### src/gia_pkg.sv
// constants for the pin event and alternate input block
package gia_pkg;

    localparam int NPINS = 13;

    // register indices; byte address is four times the index
    localparam logic [7:0] IDX_STATUS   = 8'h1E;
    localparam logic [7:0] IDX_MASK     = 8'h26;
    localparam logic [7:0] IDX_EDGEMODE = 8'h20;
    localparam logic [7:0] IDX_POLARITY = 8'h21;
    localparam logic [7:0] IDX_DIR      = 8'h22;
    localparam logic [7:0] IDX_LEVEL    = 8'h23;
    localparam logic [7:0] IDX_FN_LO    = 8'h24;
    localparam logic [7:0] IDX_FN_HI    = 8'h25;
    localparam logic [7:0] IDX_CTRL     = 8'h27;
    localparam logic [7:0] IDX_ALTSTATE = 8'h28;

    // reset values
    localparam logic [12:0] RST_MASK     = 13'h1FFF;
    localparam logic [12:0] RST_EDGEMODE = 13'h0000;
    localparam logic [12:0] RST_POLARITY = 13'h1FFF;
    localparam logic [12:0] RST_DIR      = 13'h1FFF;
    localparam logic [12:0] RST_LEVEL    = 13'h0000;
    localparam logic [3:0]  RST_CTRL     = 4'h0;

    // control register bit positions
    localparam int CTRL_FULLRST_EN = 0;
    localparam int CTRL_CPORT_4W   = 1;
    localparam int CTRL_SINK_STRB  = 2;
    localparam int CTRL_SINK_TRGIO = 3;

    // fixed pins for routed functions
    localparam int PIN_ADC_FRAME = 5;
    localparam int PIN_ADC_BIT_A = 6;
    localparam int PIN_ADC_BIT_B = 8;
    localparam int PIN_CPORT_SEL = 7;

    // pin function select codes, four bits per pin
    localparam int FN_W = 4;
    localparam logic [3:0] FN_GPIO     = 4'h0;
    localparam logic [3:0] FN_ADC_FRM  = 4'h1;
    localparam logic [3:0] FN_ADC_BIT  = 4'h2;
    localparam logic [3:0] FN_FULLRST  = 4'h3;
    localparam logic [3:0] FN_STROBE   = 4'h4;
    localparam logic [3:0] FN_HIB_LVL  = 4'h5;
    localparam logic [3:0] FN_HIB_EDGE = 4'h6;
    localparam logic [3:0] FN_WDOG     = 4'h7;
    localparam logic [3:0] FN_REG1_EN  = 4'h8;
    localparam logic [3:0] FN_LOWPWR1  = 4'h9;
    localparam logic [3:0] FN_LOWPWR2  = 4'hA;
    localparam logic [3:0] FN_LOWPWR3  = 4'hB;
    localparam logic [3:0] FN_AUXGATE  = 4'hC;
    localparam logic [3:0] FN_MANRST   = 4'hD;
    localparam logic [3:0] FN_SHUTDOWN = 4'hE;
    localparam logic [3:0] FN_PWRUP    = 4'hF;

endpackage

### src/gia_core.sv
// pin event flags, interrupt aggregation and alternate input routing
// Summary of operation
// interrupt output is OR of all unmasked pin event flags
// thirteen sticky flags in status register, cleared when software reads them
// a mask bit of one keeps its flag off the interrupt
// flag sets on rising edge, or both edges when edge mode is one
// writing zero to an input pin's level bit clears its flag
// polarity select applied before edge detection and alternate functions
// adc frame clock alternate taken from pin 5, shared pin then dac only
// adc bit clock alternate taken from pin 6 or 8, shared pin dac only
// full reset input requests complete reset and restart per config mode
// software sets full reset enable before using full reset input
// in 3/4-wire mode pin 7 is control port select regardless of function
// strobe trigger acts on rising edge, only with sink a strobe and gpio trigger
// level hibernate input asserted while active after polarity
// edge hibernate entered on rising edge after polarity
// edge-entered hibernate holds until a start-up event
// watchdog kick delivered as rising edge pulses only
// manual reset drives reset outputs low, nothing else
// three low power requests routed to power sequencer
// shutdown request routed to sequencer for controlled power-down
// aux converter gating input routed to auxiliary converter
// regulator one enable input routed to regulator one
// power up request routed to sequencer as power-on request
// pins synchronised before edge detection; flags sticky until cleared
//
// Implementation choice: register access over APB.
`timescale 1ns/1ps

module gia_core #(
    parameter int NPINS = gia_pkg::NPINS
) (
    input  wire logic              clk,
    input  wire logic              arst_n,
    // apb slave
    input  wire logic              psel,
    input  wire logic              penable,
    input  wire logic              pwrite,
    input  wire logic [9:0]        paddr,
    input  wire logic [31:0]       pwdata,
    output logic                   pready,
    output logic [31:0]            prdata,
    output logic                   pslverr,
    // pins
    input  wire logic [NPINS-1:0]  pinIn,
    output logic [NPINS-1:0]       pinOut,
    output logic [NPINS-1:0]       pinOe,
    // events from other units, same clock
    input  wire logic              startupEvent,
    // outputs to other units
    output logic                   gpioInt,
    output logic                   adcFrameClockAlt,
    output logic                   adcFrameClockSel,
    output logic                   adcBitClockAlt,
    output logic                   adcBitClockSel,
    output logic                   fullResetRequest,
    output logic                   controlPortSelect,
    output logic                   strobeStart,
    output logic                   hibernateRequest,
    output logic                   watchdogKick,
    output logic                   regulatorOneEnable,
    output logic [2:0]             lowPowerRequest,
    output logic                   shutdownRequest,
    output logic                   powerUpRequest,
    output logic                   auxConverterGate,
    output logic                   resetOutputs_n
);

    typedef struct packed {
        logic [NPINS-1:0]        syncA;
        logic [NPINS-1:0]        syncB;
        logic [NPINS-1:0]        prevCond;
        logic [NPINS-1:0]        flag;
        logic [NPINS-1:0]        mask;
        logic [NPINS-1:0]        edgeMode;
        logic [NPINS-1:0]        polarity;
        logic [NPINS-1:0]        dir;
        logic [NPINS-1:0]        level;
        logic [NPINS*4-1:0]      fnSel;
        logic [3:0]              ctrl;
        logic                    prevStrobe;
        logic                    prevHibEdge;
        logic                    prevWdog;
        logic                    hibLatched;
        logic                    pready;
        logic                    pslverr;
        logic [31:0]             prdata;
        logic                    gpioInt;
        logic                    adcFrm;
        logic                    adcFrmSel;
        logic                    adcBit;
        logic                    adcBitSel;
        logic                    fullRst;
        logic                    cportSel;
        logic                    strobe;
        logic                    hib;
        logic                    wdog;
        logic                    reg1En;
        logic [2:0]              lowPwr;
        logic                    shutdown;
        logic                    pwrUp;
        logic                    auxGate;
        logic                    rstOut_n;
        logic [NPINS-1:0]        pinOut;
        logic [NPINS-1:0]        pinOe;
    } gia_state_t;

    gia_state_t state_reg;
    gia_state_t state_next;

    // level of one alternate function: OR of every input pin selecting it, except pin 7 in 3/4-wire mode
    function automatic logic alt_level(
        input logic [3:0]        code,
        input logic [NPINS*4-1:0] fn,
        input logic [NPINS-1:0]  isIn,
        input logic [NPINS-1:0]  cond,
        input logic              cport4w
    );
        logic acc;
        acc = 1'b0;
        for (int i = 0; i < NPINS; i++)
        begin
            // pin 7 is taken over by the control port in 3/4-wire mode
            if (fn[i*4 +: 4] == code && isIn[i]
                && !(cport4w && i == gia_pkg::PIN_CPORT_SEL))
            begin
                acc = acc | cond[i];
            end
        end
        return acc;
    endfunction

    always_comb
    begin
        logic [NPINS-1:0] cond;
        logic [NPINS-1:0] rise;
        logic [NPINS-1:0] fall;
        logic [NPINS-1:0] setEv;
        logic [NPINS-1:0] clrEv;
        logic [7:0]       idx;
        logic             setup;
        logic             commit;
        logic             known;
        logic             cport4w;
        logic             strobeLvl;
        logic             hibEdgeLvl;
        logic             wdogLvl;
        logic [31:0]      rd;

        state_next = state_reg;
        cport4w    = state_reg.ctrl[gia_pkg::CTRL_CPORT_4W];

        // two-stage synchroniser; only syncB feeds logic
        state_next.syncA = pinIn;
        state_next.syncB = state_reg.syncA;

        // polarity: one is active high, zero inverts
        cond = state_reg.syncB ^ ~state_reg.polarity;
        state_next.prevCond = cond;
        rise = cond & ~state_reg.prevCond;
        fall = ~cond & state_reg.prevCond;
        // only input pins raise events
        setEv = (rise | (fall & state_reg.edgeMode)) & state_reg.dir;

        // apb decode; the word index is the address over four
        idx    = paddr[9:2];
        setup  = psel && !penable;
        commit = psel && penable && state_reg.pready;
        known  = 1'b1;
        rd     = 32'h0000_0000;
        case (idx)
            gia_pkg::IDX_STATUS:   rd[NPINS-1:0] = state_reg.flag;
            gia_pkg::IDX_MASK:     rd[NPINS-1:0] = state_reg.mask;
            gia_pkg::IDX_EDGEMODE: rd[NPINS-1:0] = state_reg.edgeMode;
            gia_pkg::IDX_POLARITY: rd[NPINS-1:0] = state_reg.polarity;
            gia_pkg::IDX_DIR:      rd[NPINS-1:0] = state_reg.dir;
            // inputs read the synchronised pin, outputs the driven value
            gia_pkg::IDX_LEVEL:    rd[NPINS-1:0] = (state_reg.syncB & state_reg.dir)
                                                  | (state_reg.level & ~state_reg.dir);
            gia_pkg::IDX_FN_LO:    rd = state_reg.fnSel[31:0];
            gia_pkg::IDX_FN_HI:    rd[NPINS*4-33:0] = state_reg.fnSel[NPINS*4-1:32];
            gia_pkg::IDX_CTRL:     rd[3:0] = state_reg.ctrl;
            gia_pkg::IDX_ALTSTATE: rd[15:0] = {state_reg.hibLatched, state_reg.rstOut_n,
                                               state_reg.auxGate, state_reg.pwrUp,
                                               state_reg.shutdown, state_reg.lowPwr,
                                               state_reg.reg1En, state_reg.hib,
                                               state_reg.cportSel, state_reg.fullRst,
                                               state_reg.adcBitSel, state_reg.adcBit,
                                               state_reg.adcFrmSel, state_reg.adcFrm};
            default:               known = 1'b0;
        endcase

        // answer one cycle after setup; read data frozen at setup
        state_next.pready = setup;
        if (setup)
        begin
            state_next.prdata  = pwrite ? 32'h0000_0000 : rd;
            state_next.pslverr = !known;
        end
        else if (commit)
        begin
            state_next.pslverr = 1'b0;
        end

        // clears: only the bits actually returned by the read are cleared
        clrEv = '0;
        if (commit && !pwrite && idx == gia_pkg::IDX_STATUS)
        begin
            clrEv = state_reg.prdata[NPINS-1:0];
        end
        if (commit && pwrite)
        begin
            case (idx)
                gia_pkg::IDX_MASK:     state_next.mask = pwdata[NPINS-1:0];
                gia_pkg::IDX_EDGEMODE: state_next.edgeMode = pwdata[NPINS-1:0];
                gia_pkg::IDX_POLARITY: state_next.polarity = pwdata[NPINS-1:0];
                gia_pkg::IDX_DIR:      state_next.dir = pwdata[NPINS-1:0];
                gia_pkg::IDX_LEVEL:
                begin
                    state_next.level = pwdata[NPINS-1:0];
                    clrEv = ~pwdata[NPINS-1:0] & state_reg.dir;
                end
                gia_pkg::IDX_FN_LO:    state_next.fnSel[31:0] = pwdata;
                gia_pkg::IDX_FN_HI:    state_next.fnSel[NPINS*4-1:32] = pwdata[NPINS*4-33:0];
                gia_pkg::IDX_CTRL:     state_next.ctrl = pwdata[3:0];
                default:               state_next.ctrl = state_reg.ctrl;
            endcase
        end

        // sticky flags; a new event beats a clear in the same cycle
        state_next.flag = (state_reg.flag & ~clrEv) | setEv;
        state_next.gpioInt = |(state_next.flag & ~state_next.mask);

        // fixed-pin audio clock routes
        state_next.adcFrmSel = state_reg.dir[gia_pkg::PIN_ADC_FRAME]
            && state_reg.fnSel[gia_pkg::PIN_ADC_FRAME*4 +: 4] == gia_pkg::FN_ADC_FRM;
        state_next.adcFrm = cond[gia_pkg::PIN_ADC_FRAME];
        state_next.adcBitSel = 1'b0;
        state_next.adcBit = 1'b0;
        if (state_reg.dir[gia_pkg::PIN_ADC_BIT_A]
            && state_reg.fnSel[gia_pkg::PIN_ADC_BIT_A*4 +: 4] == gia_pkg::FN_ADC_BIT)
        begin
            state_next.adcBitSel = 1'b1;
            state_next.adcBit = cond[gia_pkg::PIN_ADC_BIT_A];
        end
        else if (state_reg.dir[gia_pkg::PIN_ADC_BIT_B]
            && state_reg.fnSel[gia_pkg::PIN_ADC_BIT_B*4 +: 4] == gia_pkg::FN_ADC_BIT)
        begin
            state_next.adcBitSel = 1'b1;
            state_next.adcBit = cond[gia_pkg::PIN_ADC_BIT_B];
        end

        // control port select overrides pin 7 function field
        state_next.cportSel = cport4w ? cond[gia_pkg::PIN_CPORT_SEL] : 1'b0;

        // full reset only passes when software has enabled it
        state_next.fullRst = state_reg.ctrl[gia_pkg::CTRL_FULLRST_EN]
            && alt_level(gia_pkg::FN_FULLRST, state_reg.fnSel, state_reg.dir, cond, cport4w);

        // edge-driven functions; edges taken on the polarity-adjusted level
        strobeLvl  = alt_level(gia_pkg::FN_STROBE, state_reg.fnSel, state_reg.dir,
                               cond, cport4w);
        hibEdgeLvl = alt_level(gia_pkg::FN_HIB_EDGE, state_reg.fnSel, state_reg.dir,
                               cond, cport4w);
        wdogLvl    = alt_level(gia_pkg::FN_WDOG, state_reg.fnSel, state_reg.dir,
                               cond, cport4w);
        state_next.prevStrobe  = strobeLvl;
        state_next.prevHibEdge = hibEdgeLvl;
        state_next.prevWdog    = wdogLvl;
        state_next.strobe = strobeLvl && !state_reg.prevStrobe
            && state_reg.ctrl[gia_pkg::CTRL_SINK_STRB]
            && state_reg.ctrl[gia_pkg::CTRL_SINK_TRGIO];
        state_next.wdog = wdogLvl && !state_reg.prevWdog;

        // edge hibernate latches until start-up; a fresh edge wins
        if (hibEdgeLvl && !state_reg.prevHibEdge)
        begin
            state_next.hibLatched = 1'b1;
        end
        else if (startupEvent)
        begin
            state_next.hibLatched = 1'b0;
        end
        state_next.hib = state_next.hibLatched
            || alt_level(gia_pkg::FN_HIB_LVL, state_reg.fnSel, state_reg.dir, cond, cport4w);

        // plain routed levels to the power sequencer and converters
        state_next.reg1En = alt_level(gia_pkg::FN_REG1_EN, state_reg.fnSel,
                                      state_reg.dir, cond, cport4w);
        state_next.lowPwr[0] = alt_level(gia_pkg::FN_LOWPWR1, state_reg.fnSel,
                                         state_reg.dir, cond, cport4w);
        state_next.lowPwr[1] = alt_level(gia_pkg::FN_LOWPWR2, state_reg.fnSel,
                                         state_reg.dir, cond, cport4w);
        state_next.lowPwr[2] = alt_level(gia_pkg::FN_LOWPWR3, state_reg.fnSel,
                                         state_reg.dir, cond, cport4w);
        state_next.shutdown = alt_level(gia_pkg::FN_SHUTDOWN, state_reg.fnSel,
                                        state_reg.dir, cond, cport4w);
        state_next.pwrUp = alt_level(gia_pkg::FN_PWRUP, state_reg.fnSel,
                                     state_reg.dir, cond, cport4w);
        state_next.auxGate = alt_level(gia_pkg::FN_AUXGATE, state_reg.fnSel,
                                       state_reg.dir, cond, cport4w);
        // manual reset only pulls the reset outputs; no internal reset here
        state_next.rstOut_n = !alt_level(gia_pkg::FN_MANRST, state_reg.fnSel,
                                         state_reg.dir, cond, cport4w);

        // plain gpio outputs: driven only for output pins in gpio function
        for (int i = 0; i < NPINS; i++)
        begin
            state_next.pinOe[i]  = !state_reg.dir[i]
                && state_reg.fnSel[i*4 +: 4] == gia_pkg::FN_GPIO
                && !(cport4w && i == gia_pkg::PIN_CPORT_SEL);
        end
        state_next.pinOut = state_reg.level;
    end

    // single state register
    always_ff @(posedge clk or negedge arst_n)
    begin
        if (!arst_n)
        begin
            state_reg          <= '0;
            state_reg.mask     <= gia_pkg::RST_MASK;
            state_reg.edgeMode <= gia_pkg::RST_EDGEMODE;
            state_reg.polarity <= gia_pkg::RST_POLARITY;
            state_reg.dir      <= gia_pkg::RST_DIR;
            state_reg.level    <= gia_pkg::RST_LEVEL;
            state_reg.ctrl     <= gia_pkg::RST_CTRL;
            state_reg.rstOut_n <= 1'b1;
        end
        else
        begin
            state_reg <= state_next;
        end
    end

    // outputs straight from the state register
    assign pready             = state_reg.pready;
    assign prdata             = state_reg.prdata;
    assign pslverr            = state_reg.pslverr;
    assign pinOut             = state_reg.pinOut;
    assign pinOe              = state_reg.pinOe;
    assign gpioInt            = state_reg.gpioInt;
    assign adcFrameClockAlt   = state_reg.adcFrm;
    assign adcFrameClockSel   = state_reg.adcFrmSel;
    assign adcBitClockAlt     = state_reg.adcBit;
    assign adcBitClockSel     = state_reg.adcBitSel;
    assign fullResetRequest   = state_reg.fullRst;
    assign controlPortSelect  = state_reg.cportSel;
    assign strobeStart        = state_reg.strobe;
    assign hibernateRequest   = state_reg.hib;
    assign watchdogKick       = state_reg.wdog;
    assign regulatorOneEnable = state_reg.reg1En;
    assign lowPowerRequest    = state_reg.lowPwr;
    assign shutdownRequest    = state_reg.shutdown;
    assign powerUpRequest     = state_reg.pwrUp;
    assign auxConverterGate   = state_reg.auxGate;
    assign resetOutputs_n     = state_reg.rstOut_n;

endmodule

### config.mk
export PLATFORM = sky130hd
export DESIGN_NAME = gia_core
export DESIGN_NICKNAME = d
export VERILOG_FILES = /design/src/gia_pkg.sv /design/src/gia_core.sv
export SDC_FILE = /design/constraint.sdc
export NUM_CORES = 1
export LEC_CHECK = 0
export BUFFER_PORTS_ARGS = -buffer_cell sky130_fd_sc_hd__buf_4
export CAP_MARGIN = 20
export CORE_MARGIN = 2
export CORE_UTILIZATION = 60
export CTS_BUF_LIST = sky130_fd_sc_hd__clkbuf_8 sky130_fd_sc_hd__clkbuf_16
export CTS_CLUSTER_DIAMETER = 120
export DETAILED_ROUTE_END_ITERATION = 8
export GPL_TIMING_DRIVEN = 0
export PLACE_DENSITY = 0.81
export SYNTH_ARGS = -nofsm -noshare
export SYNTH_HDL_FRONTEND = slang
export SYNTH_SLANG_ARGS = --single-unit
### constraint.sdc
create_clock -name clk -period 5.9 [get_ports clk]
set_input_delay 0.59 -clock clk [delete_from_list [all_inputs] [get_ports clk]]
set_output_delay 0.59 -clock clk [all_outputs]
set_load 0.005 [all_outputs]
==> results.sh, run 1 <==
export IMPL_drc=0
export IMPL_die_w_um=149.1
export IMPL_tns_ns=0
export IMPL_pwr_share_seq_pct=48.8
export IMPL_tightest_slew_ns=1.104
export IMPL_muxShareOfSynthArea_pct=11.29
export IMPL_wl_met1_um=17810
export IMPL_place_area_um2=14050
export IMPL_fillers=1498
export IMPL_outcome="finished clean"
export IMPL_seq_area_frac_synth_pct=50.73
export IMPL_synth_simple_area_share_pct=17.25
export IMPL_slew_viol_final=0
export IMPL_p_comb_share_pct=4.5
export IMPL_yosysWarnings=0
export IMPL_fin_util_pct=71.90
export IMPL_cts_tree="done"
export IMPL_hold_viol_final=0
export IMPL_max_freq_mhz=311.0
export IMPL_num_rows=53
export IMPL_cap_violations=0
export IMPL_synth_top_family_by_area="simple AND/OR/NAND/NOR gates"
export IMPL_worstPathMaxFanout=10
export IMPL_post_place_ws_ns=2.374
export IMPL_vias=10930
export IMPL_synth_xor_area_share_pct=1.021
export IMPL_hold_path_class="in -> reg"
export IMPL_layout_cells_non_filler=1636
export IMPL_initial_core_util_pct=60.65
export IMPL_cp_start_kind="input pin"
export IMPL_synth_nets=1236
export IMPL_fin_skew_ns=0.01851
export IMPL_setup_ws_ns=2.685
export IMPL_hpwl_um=32460
export IMPL_internal_power_mw=2.816
export IMPL_cts_path_max_buffers=3
export IMPL_htree_levels=1
export IMPL_port_buffers=135
export IMPL_timing_final_crit_share_pct=54.49
export IMPL_drt_iter0_markers=1321
export IMPL_p_clk_share_pct=46.7
export IMPL_synth_distinct_cells=69
export IMPL_synthFlopType="dfrtp_1"
export IMPL_yosys_area_top_type="dfrtp_1"
export IMPL_swShare_pct=22.90
export IMPL_syn_inst=1175
export IMPL_setup_violations=0
export IMPL_grt_remaining_overflow=0
export IMPL_antenna_found_initial=0
export IMPL_area_growth_pct=18.55
export IMPL_critical_path_endpoint_type="register"
export IMPL_netlist_area_um2=12630
export IMPL_viasPerCell=6.679
export IMPL_dp_cells=1587
export IMPL_power_density_nw_per_um2=243.9
export IMPL_syn_avg_cell_area_um2=10.75
export IMPL_cts_root_buf="clkbuf_16"
export IMPL_crit_type="in -> reg"
export IMPL_synthTopCellsByCount="dfrtp_1, mux2_2, nand2_1"
export IMPL_synth_edf_count=0
export IMPL_final_area_um2=14970
export IMPL_cts_buffers=26
export IMPL_ys_ff_latch=254
export IMPL_clock_latency_ns=0.56
export IMPL_grt_max_degree=128
export IMPL_gp_congestion=1.014
export IMPL_fin_crit_ns=3.215
export IMPL_finalWirelength_um=43760
export IMPL_rsz0062_at_grt="false"
export IMPL_synth_fa_ha_area_share_pct=0
export IMPL_core_area_um2=20820
export IMPL_p_switching_uw=836.5
export IMPL_clk_pin_slew_ns=0.06
export IMPL_power_mw=3.652
export IMPL_drt_first_pass_iters=6
export IMPL_drtAntennaViolNets=0
export IMPL_cellLeakagePower_nw=6.774
export IMPL_grt_pass1_vias=10430
export IMPL_wire_per_inst_um=26.75
export IMPL_grt_pass1_wl_um=64680
export IMPL_die_area_um2=22220
export IMPL_required_ns=6.29
export IMPL_synth_top_area_share_pct=42.41
export IMPL_drive_gt1_share_pct=30.64
export IMPL_crit_arrival_ns=3.60
export IMPL_yosysMostFrequentCell="dfrtp_1"
export IMPL_async_flop_share_pct=100.0
export IMPL_top_layer="met4"
export IMPL_peakVddDrop_v=0.0002414
export IMPL_holdWs_ns=0.1332
export IMPL_clock_sinks=254
export IMPL_num_antenna_cells=0
export IMPL_dieHeight_um=149.1
export IMPL_io_pins=139
export IMPL_synth_compound_area_share_pct=12.82
export IMPL_synthTopCellsByArea="dfrtp_1, mux2_2, dfstp_2"
export IMPL_grt_usage_pct=39.42
export IMPL_finalNetCount=1402
export IMPL_largest_reg_flops=151
export IMPL_wl_met2_um=19010
export IMPL_dr_wl_met3_um=4841
export IMPL_slew_headroom_pct=25.87
[worst paths after layout]
check | start | endpoint | slack [ns] | depth (start not counted)
worst max-delay path | paddr[6] | gpioInt$_DFF_PN0_ | 2.68 | 9
worst min-delay path | pinIn[1] | state_next[230]$_DFF_PN0_ | 0.13 | 1
worst max register to register | pready$_DFF_PN0_ | gpioInt$_DFF_PN0_ | 2.73 | 8
worst min register to register | state_next[238]$_DFF_PN0_ | state_reg[238]$_DFF_PN0_ | 0.35 | 0
max in group asynchronous | arst_n | prdata[28]$_DFFE_PN0P_ | 4.13 | 4
min in group asynchronous | arst_n | pinOut[12]$_DFF_PN0_ | 0.44 | 2
[critical path: stages]
cell and delay, ns:
buf_4 0.11, nor4b_1 0.42, clkbuf_1 0.40, nand4_1 0.44, clkbuf_1 0.50, mux2_2 0.38, o22ai_1 0.09, nor4_1 0.45
nand4_1 0.21
[cells in the final DEF (no fill, tap or decap), drive strengths merged, types with 33 or more instances in the layout]
| cell | Yosys | routed |
|---|---|---|
| nand4 | 34 | 34 |
| nor2 | 42 | 42 |
| nand3 | 39 | 39 |
| mux2 | 115 | 115 |
| a22oi | 38 | 38 |
| buf | 72 | 209 |
| inv | 30 | 33 |
| dfrtp | 214 | 214 |
| nand2 | 104 | 104 |
| dfstp | 40 | 40 |
| o21ai | 36 | 36 |
| clkbuf | 66 | 103 |
[area by class of cell]
cell class | instances | area, um2 | share of cell area, %
multi-input cells | 753 | 5351 | 35.75
flip-flops and latches | 254 | 6406 | 42.79
clock buffers | 37 | 802.0 | 5.357
repair buffers | 138 | 1086 | 7.254
plain buffers | 138 | 758.2 | 5.065
well taps | 275 | 344.1 | 2.298
inverters | 30 | 112.6 | 0.7522
clock inverters | 11 | 110.1 | 0.7355
[power groups by stage]
stage          combinational [mW]  sequential [mW]  clock, mW
2_1_floorplan              0.0494             1.81          0
3_3_place_gp                0.151             1.81          0
3_5_place_dp                0.160             1.81          0
4_1_cts                     0.162             1.78       1.71
5_1_grt                     0.176             1.78       1.79
6_report                    0.163             1.78       1.71
[logic make-up after synthesis]
family,Yosys count
buffers and inverters,168
xor gates and xnor gates,13
muxes,128
DFF,254
and+or+nand+nor,392
AOI/OAI and AO/OA,220
[repair_timing]
| action | in CTS | in global routing |
|---|---|---|
| hold buffers | 1 | 0 |
| gates resized for setup | 0 | 0 |
| setup buffers | 0 | 0 |
| hold endpoints to repair | 15 | 0 |
[per-layer routing]
metal | track usage [%] | vias to the layer above
met1 | 56.88 | 5411
met2 | 58.00 | 748
met3 | 8.685 | 144
met5 | 0 | -
met4 | 16.57 | 0
li1 | - | 4624
Power figures use the tool's default switching activity.
==> run 2, diff against run 1 <==
--- a/config.mk
+++ b/config.mk
@@ -8,12 +8,12 @@
 export BUFFER_PORTS_ARGS = -buffer_cell sky130_fd_sc_hd__buf_4
 export CAP_MARGIN = 20
 export CORE_MARGIN = 2
-export CORE_UTILIZATION = 60
+export CORE_UTILIZATION = 53
 export CTS_BUF_LIST = sky130_fd_sc_hd__clkbuf_8 sky130_fd_sc_hd__clkbuf_16
 export CTS_CLUSTER_DIAMETER = 120
 export DETAILED_ROUTE_END_ITERATION = 8
 export GPL_TIMING_DRIVEN = 0
-export PLACE_DENSITY = 0.81
+export PLACE_DENSITY = 0.76
 export SYNTH_ARGS = -nofsm -noshare
 export SYNTH_HDL_FRONTEND = slang
 export SYNTH_SLANG_ARGS = --single-unit
==> constraint.sdc (replaced) <==
create_clock -name clk -period 2.7 [get_ports clk]
set_input_delay 0.27 -clock clk [delete_from_list [all_inputs] [get_ports clk]]
set_output_delay 0.27 -clock clk [all_outputs]
set_load 0.005 [all_outputs]
==> run 2 against run 1 <==
Effect of this change:
- the run now ends with negative setup slack left
- clock power grew 120%
- combinational power up 150%
- first-iteration DRC count fell by 15%
- final cell count is 5.0% higher
- routed wire length rose by 3.9%
- clock-buffer cell count down 2
- largest power group unchanged
==> results.sh, run 2 (synthesized netlist as in run 1, its figures left out) <==
export IMPL_outcome="complete, but fails checks"
export IMPL_violations="negative setup slack"
export IMPL_finalNetCount=1439
export IMPL_num_rows=56
export IMPL_clock_sinks=254
export IMPL_setup_ws_ns=-0.01507
export IMPL_htree_levels=1
export IMPL_reg2reg_slack_ns=-0.02
export IMPL_antenna_found_initial=2
export IMPL_r2r_start="state_reg[165]$_DFFE_PN1P_"
export IMPL_drive_gt1_share_pct=31.24
export IMPL_drtAntennaViolNets=0
export IMPL_area_growth_pct=22.51
export IMPL_swShare_pct=23.30
export IMPL_min_path_cells=3
export IMPL_port_buffers=135
export IMPL_setup_violations=1
export IMPL_grt_usage_pct=36.38
export IMPL_num_antenna_cells=0
export IMPL_wire_per_inst_um=26.47
export IMPL_dieHeight_um=158.4
export IMPL_fin_skew_ns=0.02153
export IMPL_layout_cells_non_filler=1718
export IMPL_hold_path_class="in -> reg"
export IMPL_finalWirelength_um=45480
export IMPL_drc=0
export IMPL_viasPerCell=6.386
export IMPL_slew_viol_final=0
export IMPL_place_area_um2=14110
export IMPL_rsz0062_at_grt="false"
export IMPL_cp_start_kind="register"
export IMPL_max_freq_mhz=368.3
export IMPL_cts_buffers=27
export IMPL_fin_crit_ns=2.715
export IMPL_min_to="state_reg[191]$_DFF_PN1_"
export IMPL_pwr_share_seq_pct=48.5
export IMPL_holdWs_ns=0.01713
export IMPL_timing_rr_end="hibernateRequest$_DFF_PN0_"
export IMPL_crit_type="reg -> reg"
export IMPL_initial_core_util_pct=53.96
export IMPL_timing_final_crit_share_pct=100.6
export IMPL_peakVddDrop_v=0.0004701
export IMPL_clk_pin_slew_ns=0.06
export IMPL_cellLeakagePower_nw=6.995
export IMPL_critical_path_endpoint_type="register"
export IMPL_cts_path_max_buffers=3
export IMPL_p_comb_share_pct=5.1
export IMPL_grt_max_degree=101
export IMPL_dp_cells=1632
export IMPL_hpwl_um=33700
export IMPL_cts_root_buf="clkbuf_16"
export IMPL_core_area_um2=23400
export IMPL_largest_reg_flops=151
export IMPL_grt_pass1_wl_um=65970
export IMPL_vias=10970
export IMPL_die_area_um2=25080
export IMPL_hold_path_startpoint="pwdata[1]"
export IMPL_cts_tree="done"
export IMPL_power_density_nw_per_um2=519.4
export IMPL_p_clk_share_pct=46.4
export IMPL_layout_common_cells="dfrtp_1, buf_4, mux2_2"
export IMPL_tightest_slew_ns=1.082
export IMPL_final_area_um2=15470
export IMPL_p_switching_mw=1.873
export IMPL_drt_iter0_markers=1119
export IMPL_ff2ff_path_depth=7
export IMPL_fin_util_pct=66.11
export IMPL_worstPathMaxFanout=6
export IMPL_gp_congestion=0.9852
export IMPL_internal_power_mw=6.163
export IMPL_drt_first_pass_iters=8
export IMPL_clock_latency_ns=0.56
export IMPL_die_w_um=158.4
export IMPL_io_pins=139
export IMPL_hold_viol_final=0
export IMPL_slew_headroom_pct=27.41
export IMPL_crit_arrival_ns=3.13
export IMPL_required_ns=3.12
export IMPL_grt_pass1_vias=10470
export IMPL_power_mw=8.036
export IMPL_final_common_cell="dfrtp_1"
export IMPL_cap_violations=0
export IMPL_grt_remaining_overflow=0
-- run 2: cell types whose count changed in the layout (fill, tap and decap cells not counted), sizes merged --
| cell | change |
|---|---|
| buf | +5 |
| clkinvlp | -1 |
| clkbuf | -3 |
| clkinv | +1 |
| dlygate4sd3 | +32 |
| inv | +4 |
-- run 2: critical path, cell delays in order, from the launching register on --
cell       delay (ns)
dfstp_2          0.60
xor2_4           0.21
inv_2            0.09
nand4b_1         0.20
o2111ai_2        0.21
or4_4            0.53
a22o_1           0.24
or4_4            0.48
-- run 2: through the flow --
stage / TNS, ns / setup WS [ns]
after floorplan: 0 / 0.2989
after global placement: -139.18 / -0.6273
after detailed placement: -13.65 / -0.3006
after CTS: 0 / 0.01474
after global routing: 0 / 0.003189
final: -0.01507 / -0.01507
-- run 2: how the worst max path moves through the flow --
stage	start	slack (ns)	depth (start not counted)	to
2_1_floorplan	state_reg[169]$_DFFE_PN1P_	0.30	7	hibernateRequest$_DFF_PN0_
3_3_place_gp	arst_n	-0.63	1	state_reg[111]$_DFFE_PN0P_
3_5_place_dp	paddr[6]	-0.30	10	prdata[0]$_DFFE_PN0P_
4_1_cts	pready$_DFF_PN0_	0.01	6	state_next[23]$_DFFE_PN0P_
5_1_grt	state_reg[165]$_DFFE_PN1P_	0.003	7	hibernateRequest$_DFF_PN0_
6_report	state_reg[165]$_DFFE_PN1P_	-0.02	7	hibernateRequest$_DFF_PN0_
-- run 2: layer usage --
metal  wire [um]  up-vias  GRT usage [%]
li1            -     4703              -
met4        2142        4          17.07
met5          26        -              0
met2       19810      683          53.93
met3        4619      117          8.846
met1       18890     5465          50.52
-- run 2: final cells by class --
class	count	area (um2)
Clock inverter	15	110.1
Sequential cell	254	6406
Inverter	30	112.6
Timing Repair Buffer	176	1451
Multi-Input combinational cell	753	5448
Tap cell	319	399.1
Fill cell	1874	7931
Clock buffer	35	785.8
Buffer	136	758.2
-- run 2: timing repair --
item / CTS / global route
hold endpoints to repair: 102 / 0
resized for setup: 10 / 11
buffers inserted: 3 / 2
pin swaps: 2 / 2
hold buffers: 33 / 0
setup endpoints to repair: 13 / 16
-- run 2: power by group through the flow --
stage	sequential, mW	combinational, mW	clock, mW
2_1_floorplan	3.95	0.108	0
3_3_place_gp	3.96	0.338	0
3_5_place_dp	3.96	0.356	0
4_1_cts	3.89	0.401	3.75
5_1_grt	3.90	0.438	3.90
6_report	3.90	0.406	3.73
==> run 3, diff against run 2 <==
--- a/config.mk
+++ b/config.mk
@@ -7,7 +7,7 @@
 export LEC_CHECK = 0
 export BUFFER_PORTS_ARGS = -buffer_cell sky130_fd_sc_hd__buf_4
 export CAP_MARGIN = 20
-export CORE_MARGIN = 2
+export CORE_MARGIN = 4
 export CORE_UTILIZATION = 53
 export CTS_BUF_LIST = sky130_fd_sc_hd__clkbuf_8 sky130_fd_sc_hd__clkbuf_16
 export CTS_CLUSTER_DIAMETER = 120
==> run 3 against run 2 <==
Effect of this change:
- the flow still finishes with violations (negative setup slack)
- routed wire length is 0.47% higher
- clock-buffer cell count is 2 lower
- total power grew 2.3%
- sequential cell count is the same
- register-to-register slack got worse by 0.12 ns
- global-route usage is 2.5 points lower
- first-iteration DRC count increased by 30%
==> results.sh, run 3 (synthesized netlist as in run 1, its figures left out) <==
export IMPL_outcome="complete, but fails checks"
export IMPL_violations="negative setup slack"
export IMPL_holdWs_ns=0.01548
export IMPL_cts_tree="done"
export IMPL_timing_final_crit_share_pct=105.1
export IMPL_final_common_cell="dfrtp_1"
export IMPL_grt_pass1_vias=10520
export IMPL_hold_path_class="in -> reg"
export IMPL_critical_path_endpoint_type="register"
export IMPL_cts_root_buf="clkbuf_16"
export IMPL_grt_max_degree=104
export IMPL_internal_power_mw=6.393
export IMPL_worstPathMaxFanout=6
export IMPL_setup_violations=2
export IMPL_timing_critical_path_from="state_reg[83]$_DFFE_PN0P_"
export IMPL_dp_cells=1631
export IMPL_largest_reg_flops=151
export IMPL_regArea_um2=6406
export IMPL_dieHeight_um=162.4
export IMPL_fin_skew_ns=0.03081
export IMPL_wire_per_inst_um=26.60
export IMPL_grt_remaining_overflow=0
export IMPL_fin_crit_ns=2.838
export IMPL_htree_levels=1
export IMPL_cellLeakagePower_nw=7.014
export IMPL_clock_latency_ns=0.56
export IMPL_die_w_um=162.4
export IMPL_p_comb_share_pct=4.8
export IMPL_clock_sinks=254
export IMPL_die_area_um2=26360
export IMPL_rsz0062_at_grt="true"
export IMPL_finalNetCount=1439
export IMPL_drt_first_pass_iters=6
export IMPL_hold_path_startpoint="pwdata[12]"
export IMPL_grt_pass1_wl_um=66970
export IMPL_crit_type="reg -> reg"
export IMPL_slew_viol_final=0
export IMPL_required_ns=3.06
export IMPL_drt_iter0_markers=1460
export IMPL_vias=10900
export IMPL_hold_viol_final=0
export IMPL_drtAntennaViolNets=0
export IMPL_layout_cells_non_filler=1718
export IMPL_tns_ns=-0.1573
export IMPL_port_buffers=135
export IMPL_cap_violations=0
export IMPL_pwr_share_seq_pct=47.4
export IMPL_fillers=1843
export IMPL_io_pins=139
export IMPL_r2r_start="state_reg[83]$_DFFE_PN0P_"
export IMPL_core_area_um2=23470
export IMPL_cts_buffers=27
export IMPL_num_rows=56
export IMPL_initial_core_util_pct=53.80
export IMPL_cp_start_kind="register"
export IMPL_power_density_nw_per_um2=529.5
export IMPL_clk_pin_slew_ns=0.07
export IMPL_cts_path_max_buffers=3
export IMPL_finalWirelength_um=45700
export IMPL_swShare_pct=22.25
export IMPL_tightest_slew_ns=1.076
export IMPL_antenna_found_initial=0
export IMPL_viasPerCell=6.345
export IMPL_crit_arrival_ns=3.20
export IMPL_multi_input_area_um2=5448
export IMPL_slew_headroom_pct=27.75
export IMPL_layout_common_cells="dfrtp_1, buf_4, mux2_2"
export IMPL_peakVddDrop_v=0.0006860
export IMPL_drive_gt1_share_pct=31.31
export IMPL_grt_usage_pct=33.90
export IMPL_setup_ws_ns=-0.1377
export IMPL_hpwl_um=33790
export IMPL_drc=0
export IMPL_p_clk_share_pct=47.8
export IMPL_max_freq_mhz=352.4
export IMPL_p_switching_mw=1.830
export IMPL_num_antenna_cells=0
export IMPL_area_growth_pct=22.97
export IMPL_gp_congestion=1.048
run 3: cell count changes in the layout (fill, tap and decap cells not counted), sizes merged:
cell      previous run  this run
clkbuf             100        96
bufinv               1         4
buf                214       216
clkinv               6         4
inv                 37        39
clkinvlp             1         0
run 3: per-layer routing:
layer  wire [um]  GRT usage [%]
met3        4546          5.644
met1       19060          50.16
met2       20610          52.46
met5           0              0
met4        1483          8.920
run 3: per-stage QoR:
stage	instance area (um2)	power, mW	setup WS, ns	util [%]
after global routing	15530	8.471	-0.05212	66.16
final	15530	8.223	-0.1377	66.16
after global placement	14040	4.292	-0.6133	59.82
after CTS	15510	8.261	0.001172	66.06
after detailed placement	14100	4.308	-0.4401	60.09
after floorplan	12630	4.056	0.2989	-
run 3: layout make-up:
type	count	area share, %
tap	319	2.570
sequential	254	41.25
buffer	135	4.842
timing repair buffer	177	9.395
inverter	30	0.7252
clock inverter	17	1.249
multi-input combinational	753	35.08
clock buffer	33	4.883
run 3: power by group through the flow:
stage               combinational, mW  clock (mW)  sequential [mW]
global placement                0.335           0             3.96
finish                          0.398        3.93             3.90
detailed placement              0.350           0             3.96
global route                    0.430        4.14             3.90
floorplan                       0.108           0             3.95
CTS                             0.395        3.97             3.89
run 3: what timing repair did:
| action | 4_1_cts | 5_1_grt |
|---|---|---|
| hold buffers | 33 | 0 |
| pin swaps | 5 | 1 |
| setup endpoints to repair | 3 | 15 |
| hold endpoints to repair | 93 | 0 |
| setup buffers | 5 | 2 |
| resized for setup | 14 | 10 |
run 3: path summary, 6_finish.rpt:
kind | endpoint | slack, ns | cells past startpoint
worst min-delay path | state_reg[130]$_DFFE_PN0P_ | 0.02 | 3
max in group asynchronous | pready$_DFF_PN0_ | 1.54 | 3
worst max-delay path | fullResetRequest$_DFF_PN0_ | -0.14 | 6
worst max register to register | fullResetRequest$_DFF_PN0_ | -0.14 | 6
min in group asynchronous | prdata[25]$_DFFE_PN0P_ | 0.26 | 2
worst min register to register | state_reg[237]$_DFF_PN0_ | 0.34 | 0
run 3: worst max-delay path: stages (launching register included):
cell and delay, ns:
dfrtp_1 0.55, nor2b_1 0.17, and3_1 0.25, a31oi_1 0.51, o311ai_0 0.48, a2111oi_1 0.47, a21boi_0 0.24
